$ cat src/design/usw_defs.svh
// Constants for the suspend, wakeup and reset sequencer.
`ifndef USW_DEFS_SVH
`define USW_DEFS_SVH

// ---------------------------------------------------------------
// Timing
// ---------------------------------------------------------------
`define USW_CLK_HZ 20000000
`define USW_HZ_PER_MHZ 1000000
`define USW_RESUME_US 10000
`define USW_POR_CYC 16

// ---------------------------------------------------------------
// Reset values of the stored configuration
// ---------------------------------------------------------------
`define USW_WAKE_EN_RST 1'b1
`define USW_WAKE_POL_RST 1'b1

`endif

$ cat src/design/usw_pkg.sv
// Types shared by the suspend, wakeup and reset sequencer.
package usw_pkg;

    // -----------------------------------------------------------
    // Power states
    // -----------------------------------------------------------
    typedef enum logic [1:0] {
        ST_RESET,
        ST_ACTIVE,
        ST_SUSPEND,
        ST_RESUME
    } usw_state_t;

endpackage

$ cat src/design/usw_sync_if.sv
// Carrier between the input synchroniser and the sequencer.
`timescale 1ns/100ps
interface usw_sync_if;
    logic wake_raw;
    logic ext_rst_n_raw;
    logic wake_pol;
    logic wake_level;
    logic ext_rst_n;

    modport sync (
        input wake_raw,
        input ext_rst_n_raw,
        input wake_pol,
        output wake_level,
        output ext_rst_n
    );

    modport user (
        output wake_raw,
        output ext_rst_n_raw,
        output wake_pol,
        input wake_level,
        input ext_rst_n
    );
endinterface

$ cat src/design/usw_sync.sv
// Two-stage synchroniser for the wake request and external reset.
`timescale 1ns/100ps
module usw_sync (
    input wire logic i_clk_sys,
    input wire logic i_rst_n,
    input wire logic i_ce,
    usw_sync_if.sync sif
);
    logic [1:0] raw;
    logic [1:0] stage1;
    logic [1:0] stage2;

    // -----------------------------------------------------------
    // Input polarity and two flip-flop chains
    // -----------------------------------------------------------
    // polarity then sync.
    assign raw = {sif.ext_rst_n_raw, sif.wake_raw ^ ~sif.wake_pol};

    for (genvar g = 0; g < 2; g++) begin : g_chain
        always_ff @(posedge i_clk_sys or negedge i_rst_n) begin
            if (!i_rst_n) begin
                stage1[g] <= 1'b0;
                stage2[g] <= 1'b0;
            end else if (i_ce) begin
                stage1[g] <= raw[g];
                stage2[g] <= stage1[g];
            end
        end
    end

    assign sif.wake_level = stage2[0];
    assign sif.ext_rst_n = stage2[1];
endmodule

$ cat src/design/usw_top.sv
// Suspend, remote wakeup, clock source and reset sequencer.
// How it works
// - Suspend output high while bus suspended.
// - Bus activity ends suspend at once.
// - Wake request resumes and signals remote wakeup.
// - Remote wakeup only after host enabled it.
// - Descriptor wakeup bit matches stored enable.
// - Stored wake enable and polarity settings.
// - Suspend switches peripherals to low clock.
// - Normal operation runs from main oscillator.
// - Power-on reset loads default known state.
// - External reset low restarts like power-on.
// - Wake enabled by default, can be disabled.
`timescale 1ns/100ps
`include "usw_defs.svh"
module usw_top #(
    parameter int P_RESUME_CYC =
        `USW_RESUME_US * (`USW_CLK_HZ / `USW_HZ_PER_MHZ)
) (
    input wire logic i_clk_sys,
    input wire logic i_rst_n,
    input wire logic i_ce,
    input wire logic i_external_reset_n,
    input wire logic i_bus_idle,
    input wire logic i_bus_activity,
    input wire logic i_set_feature_rwu,
    input wire logic i_clear_feature_rwu,
    input wire logic i_cfg_wake_en,
    input wire logic i_cfg_wake_pol,
    input wire logic i_wake_req,
    output logic o_suspend,
    output logic o_remote_wake,
    output logic o_desc_rwu,
    output logic o_clk_sel_lf,
    output logic o_osc48_en,
    output logic o_sys_rst_n
);
    localparam int CW = $clog2(P_RESUME_CYC + 1);
    localparam int PW = $clog2(`USW_POR_CYC + 1);

    usw_pkg::usw_state_t state;
    usw_pkg::usw_state_t next_state;
    logic [CW-1:0] resume_cnt;
    logic [PW-1:0] por_cnt;
    logic cfg_wake_en;
    logic cfg_wake_pol;
    logic rwu_armed;
    logic wake_go;
    logic resume_done;

    usw_sync_if sif ();

    // -----------------------------------------------------------
    // Input synchroniser
    // -----------------------------------------------------------
    assign sif.wake_raw = i_wake_req;
    assign sif.ext_rst_n_raw = i_external_reset_n;
    assign sif.wake_pol = cfg_wake_pol;

    usw_sync u_sync (
        .i_clk_sys(i_clk_sys),
        .i_rst_n(i_rst_n),
        .i_ce(i_ce),
        .sif(sif)
    );

    // -----------------------------------------------------------
    // Stored configuration
    // -----------------------------------------------------------
    // load stored settings.
    always_ff @(posedge i_clk_sys or negedge i_rst_n) begin
        if (!i_rst_n) begin
            cfg_wake_en <= `USW_WAKE_EN_RST;
            cfg_wake_pol <= `USW_WAKE_POL_RST;
        end else if (i_ce && state == usw_pkg::ST_RESET
                     && por_cnt == '0) begin
            cfg_wake_en <= i_cfg_wake_en;
            cfg_wake_pol <= i_cfg_wake_pol;
        end
    end

    // -----------------------------------------------------------
    // Host enable of remote wakeup
    // -----------------------------------------------------------
    // host arms wakeup.
    always_ff @(posedge i_clk_sys or negedge i_rst_n) begin
        if (!i_rst_n) begin
            rwu_armed <= 1'b0;
        end else if (i_ce) begin
            if (!sif.ext_rst_n) begin
                rwu_armed <= 1'b0;
            end else if (i_set_feature_rwu) begin
                rwu_armed <= 1'b1;
            end else if (i_clear_feature_rwu) begin
                rwu_armed <= 1'b0;
            end
        end
    end

    // -----------------------------------------------------------
    // Reset stretch
    // -----------------------------------------------------------
    // power-on hold.
    always_ff @(posedge i_clk_sys or negedge i_rst_n) begin
        if (!i_rst_n) begin
            por_cnt <= PW'(`USW_POR_CYC - 1);
        end else if (i_ce) begin
            if (!sif.ext_rst_n) begin
                por_cnt <= PW'(`USW_POR_CYC - 1);
            end else if (state == usw_pkg::ST_RESET && por_cnt != '0) begin
                por_cnt <= por_cnt - 1'b1;
            end
        end
    end

    // -----------------------------------------------------------
    // Resume signalling timer
    // -----------------------------------------------------------
    assign resume_done = (resume_cnt == '0);

    always_ff @(posedge i_clk_sys or negedge i_rst_n) begin
        if (!i_rst_n) begin
            resume_cnt <= '0;
        end else if (i_ce) begin
            if (next_state == usw_pkg::ST_RESUME
                && state != usw_pkg::ST_RESUME) begin
                resume_cnt <= CW'(P_RESUME_CYC - 1);
            end else if (!resume_done) begin
                resume_cnt <= resume_cnt - 1'b1;
            end
        end
    end

    // -----------------------------------------------------------
    // State sequencing
    // -----------------------------------------------------------
    // wake only when enabled.
    assign wake_go = sif.wake_level && cfg_wake_en && rwu_armed;

    always_comb begin
        next_state = state;
        unique case (state)
            usw_pkg::ST_RESET: begin
                if (por_cnt == '0) begin
                    next_state = usw_pkg::ST_ACTIVE;
                end
            end
            usw_pkg::ST_ACTIVE: begin
                if (i_bus_idle) begin
                    next_state = usw_pkg::ST_SUSPEND;
                end
            end
            usw_pkg::ST_SUSPEND: begin
                if (i_bus_activity) begin
                    next_state = usw_pkg::ST_ACTIVE;
                end else if (wake_go) begin
                    next_state = usw_pkg::ST_RESUME;
                end
            end
            usw_pkg::ST_RESUME: begin
                if (resume_done) begin
                    next_state = usw_pkg::ST_ACTIVE;
                end
            end
        endcase
        if (!sif.ext_rst_n) begin
            next_state = usw_pkg::ST_RESET;
        end
    end

    always_ff @(posedge i_clk_sys or negedge i_rst_n) begin
        if (!i_rst_n) begin
            state <= usw_pkg::ST_RESET;
        end else if (i_ce) begin
            state <= next_state;
        end
    end

    // -----------------------------------------------------------
    // Registered outputs
    // -----------------------------------------------------------
    always_ff @(posedge i_clk_sys or negedge i_rst_n) begin
        if (!i_rst_n) begin
            o_suspend <= 1'b0;
            o_remote_wake <= 1'b0;
            o_sys_rst_n <= 1'b0;
        end else if (i_ce) begin
            o_suspend <= (next_state == usw_pkg::ST_SUSPEND);
            o_remote_wake <= (next_state == usw_pkg::ST_RESUME);
            o_sys_rst_n <= (next_state != usw_pkg::ST_RESET);
        end
    end

    always_ff @(posedge i_clk_sys or negedge i_rst_n) begin
        if (!i_rst_n) begin
            o_clk_sel_lf <= 1'b0;
            o_osc48_en <= 1'b1;
        end else if (i_ce) begin
            o_clk_sel_lf <= (next_state == usw_pkg::ST_SUSPEND);
            o_osc48_en <= (next_state != usw_pkg::ST_SUSPEND);
        end
    end

    always_ff @(posedge i_clk_sys or negedge i_rst_n) begin
        if (!i_rst_n) begin
            o_desc_rwu <= `USW_WAKE_EN_RST;
        end else if (i_ce) begin
            o_desc_rwu <= cfg_wake_en;
        end
    end
endmodule

$ cat config.mk
export PLATFORM = sky130hd
export DESIGN_NAME = usw_top
export DESIGN_NICKNAME = d
export VERILOG_FILES = /design/src/design/usw_pkg.sv /design/src/design/usw_sync_if.sv /design/src/design/usw_sync.sv /design/src/design/usw_top.sv
export VERILOG_INCLUDE_DIRS = /design/src /design/src/design
export SDC_FILE = /design/constraint.sdc
export NUM_CORES = 1
export LEC_CHECK = 0
export ABC_CLOCK_PERIOD_IN_PS = 2900
export BUFFER_PORTS_ARGS = -buffer_cell sky130_fd_sc_hd__buf_2
export CORE_MARGIN = 2
export CORE_UTILIZATION = 26
export CTS_CLUSTER_DIAMETER = 150
export CTS_CLUSTER_SIZE = 30
export DETAILED_ROUTE_END_ITERATION = 8
export SYNTH_ARGS = -nofsm -noshare
export SYNTH_HDL_FRONTEND = slang
export SYNTH_SLANG_ARGS = --single-unit
export TNS_END_PERCENT = 30
$ cat constraint.sdc
create_clock -name i_clk_sys -period 2.9 [get_ports i_clk_sys]
set_input_delay 0.145 -clock i_clk_sys [delete_from_list [all_inputs] [get_ports i_clk_sys]]
set_output_delay 0.145 -clock i_clk_sys [all_outputs]
set_load 0.05 [all_outputs]
==> impl_metrics.toml <==
[route]
route.met2.wl_um = 1841
drtIter0Drc = 63
vias_per_cell = 4.813
routed.top_layer = "met4"
drc = 0
drt_wl_total_um = 4081
wl_met1_um = 2031
antenna_left = 0
post_drt_wl_per_cell_um = 12.71
drtPass1Iterations = 4
dr_wl_met3_um = 131
via_count = 1545

[power]
p_sw_share_pct = 33.17
pwr-share-seq_pct = 49.8
p_int_mw = 0.9863
peakVddDrop_uv = 291.7
combPwrFrac_pct = 24.2
powerDensity_mw_per_mm2 = 645.9
leakagePower_nw = 0.9897
p_clk_share_pct = 26.0
p_total_mw = 1.476
switchingPower_mw = 0.4895

[timing]
tightest_slew_ns = 0.8498
fin_crit_sh_pct = 82.07
slew_headroom_pct = 43.35
fmax_ghz = 0.4202
setup_viol = 0
skew_ns = 0.01084
timing_hold_violations_final = 0
drv_slew = 0
timing.hold.ws_ns = 0.06159
period_minus_slack_ns = 2.380
setup_tns_ns = 0
grt_setup_unrepaired = "false"

[logic_synthesis]
yosys.area.top_type = "dfrtp_1"
avgSynthCellArea_um2 = 9.849
synth-seq-cells = 37
synth_cell_types = 52
syn-instance-count = 203
postSynth.topFlopCell = "dfrtp_1"
syn-cell-area_mm2 = 0.001999
synth-async-reset-ratio_pct = 100.0
synth.yosys.seq_area_share_pct = 46.81
yosysTopAreaCellShare_pct = 36.30
syn_nets = 217
synth_area_leaders = "dfrtp_1 36%, dfstp_2 11%, xnor2_1 4.4%"
yosysWarnings = 0
synth_edf_count = 0

[hold_path]
min_to = "cfg_wake_pol"
holdCritPathClass = "in2reg"
min_from = "i_cfg_wake_pol"
min_path_cells = 2

[grt]
grt_pass1_wl_um = 7113
grt_max_degree = 38
antenna_found_initial = 0
overflow = 0
track_usage_pct = 10.31
grt_pass1_vias = 1518

[final_layout]
n_antenna_cell = 0
areaGrowthSynthToFinish_pct = 14.27
drive_gt1_share_pct = 19.37
postLayoutCellArea_mm2 = 0.002285
final_cells = 321
layout_common_cells = "29 x dfrtp_1, 16 x nor2_1, 16 x buf_2"
fillers = 759
nets = 235
layout_commonest_cell = "dfrtp_1"

[placed_design]
place_area_mm2 = 0.002178
place_congestion = 0.8008
numPortBuffers = 16
dp_cells = 312
dp_hpwl_um = 2894

[clock_tree]
cts_buffers = 5
clock_path_buffers = 2
clock_sinks = 37
cts_setup_buffers = 0
clk_pin_slew_ns = 0.08
ctsHoldBuffers = 1
clock_tree.root_cell = "clkbuf_8"
insertion_delay_ns = 0.30
cts_tree = "built"
cts.htree.levels = 2
cts.repair.resized = 0

[worst_setup_path]
r2r_end = "resume_cnt[5]"
startpoint = "resume_cnt[4]"
critPathBufInv = 0
worstPathArrival_ns = 2.55
worst-setup-path-type = "reg2reg"
critical_path.slowest_cell = "or4_4"
crit_path_frequent_cell = "nand3_2"
slowest_delay_ns = 0.57
cp_cell_sequence = "or4_4 -> nor3_2 -> nand3_2 -> or3_4 -> nand3_2 -> nand3_1"
start_kind = "register"
cp_max_fo = 7
rr_worst_depth = 6
reg2reg_from = "resume_cnt[4]"
cp-end-kind = "register"
critical_path.top_delay_family = "simple AND/OR/NAND/NOR gates"
cp_data_required_time_ns = 3.07
timing.reg2reg.setup_slack_ns = 0.52

[floorplan]
start_util_pct = 27.27
die_w_um = 91.70
coreArea_mm2 = 0.007331
ioPinCount = 17
num_rows = 31
die_y_um = 91.70
dieArea_mm2 = 0.008408

[run]
drv_cap = 0

[outcome]
status = "finished clean"
## through the flow
stage,worst slack (ns),utilization (%)
5_1_grt,0.3308,31.17
2_1_floorplan,0.6647,-
6_report,0.5200,31.17
3_5_place_dp,0.5614,29.72
4_1_cts,0.5398,31.17
3_3_place_gp,0.6201,29.72
## cell usage after synthesis, types with 3 or more instances
cell type and instances:
nor2_1 16, and3_1 4, a21boi_1 3, dfstp_2 8, mux2_1 6, nand4_1 3, nand3b_1 3, nand3_1 10
o31ai_1 3, dfrtp_1 29, ha_1 3, nor3b_1 4, clkbuf_1 4, inv_1 9, o21ai_1 8, nand2_1 14
xnor2_1 10, o21ai_0 6, nor2b_1 3, and2_1 4, a21oi_1 9, or4_1 3, or3_1 4
## sequential cells by signal (all words and copies together) (netlist names)
| register | cells |
|---|---|
| o_remote_wake | 1 |
| cfg_wake_pol | 1 |
| o_desc_rwu | 1 |
| o_sys_rst_n | 1 |
| por_cnt | 5 |
| rwu_armed | 1 |
| cfg_wake_en | 1 |
| state | 2 |
| u_sync.sif.wake_level | 1 |
| u_sync.sif.ext_rst_n | 1 |
| o_osc48_en | 1 |
| resume_cnt | 18 |
| u_sync.stage1 | 2 |
| o_clk_sel_lf | 1 |
## metal layers
layer  vias up  track usage [%]
li1        765                -
met1       742            14.22
met2        28            15.32
met3        10            2.958
met4         0            3.856
met5         -                0
## logic make-up after synthesis
logic type,share of synthesized area (%)
AO/OA/AOI/OAI,14.89
flip-flops,46.81
buffers and inverters,3.504
multiplexers,4.380
AND/OR/NAND/NOR,24.16
XOR/XNOR,4.380
adder cells (fa/ha/maj),1.878
## area by class of cell
class	instances	area, um^2	area share (%)
multi-input cells	149	993.5	43.48
inverters	10	37.54	1.643
clock inverters	2	13.76	0.6024
clock buffers	6	82.58	3.614
flip-flops and latches	37	935.9	40.96
well taps	99	123.9	5.422
repair buffers	18	97.59	4.272
## power by group through the flow
stage	registers, mW	clock network [mW]	logic [mW]
after floorplan	0.714	0	0.286
after global placement	0.741	0	0.350
after detailed placement	0.741	0	0.359
after CTS	0.735	0.400	0.360
after global routing	0.756	0.420	0.408
final	0.736	0.384	0.356
## worst max path at each step
stage,to,slack (ns),cells after the start
finish,resume_cnt[5],0.52,6
global route,resume_cnt[12],0.33,6
CTS,resume_cnt[5],0.54,6
detailed placement,resume_cnt[5],0.56,6
global placement,resume_cnt[17],0.62,6
floorplan,resume_cnt[17],0.66,6
Power figures use the tool's default switching activity.
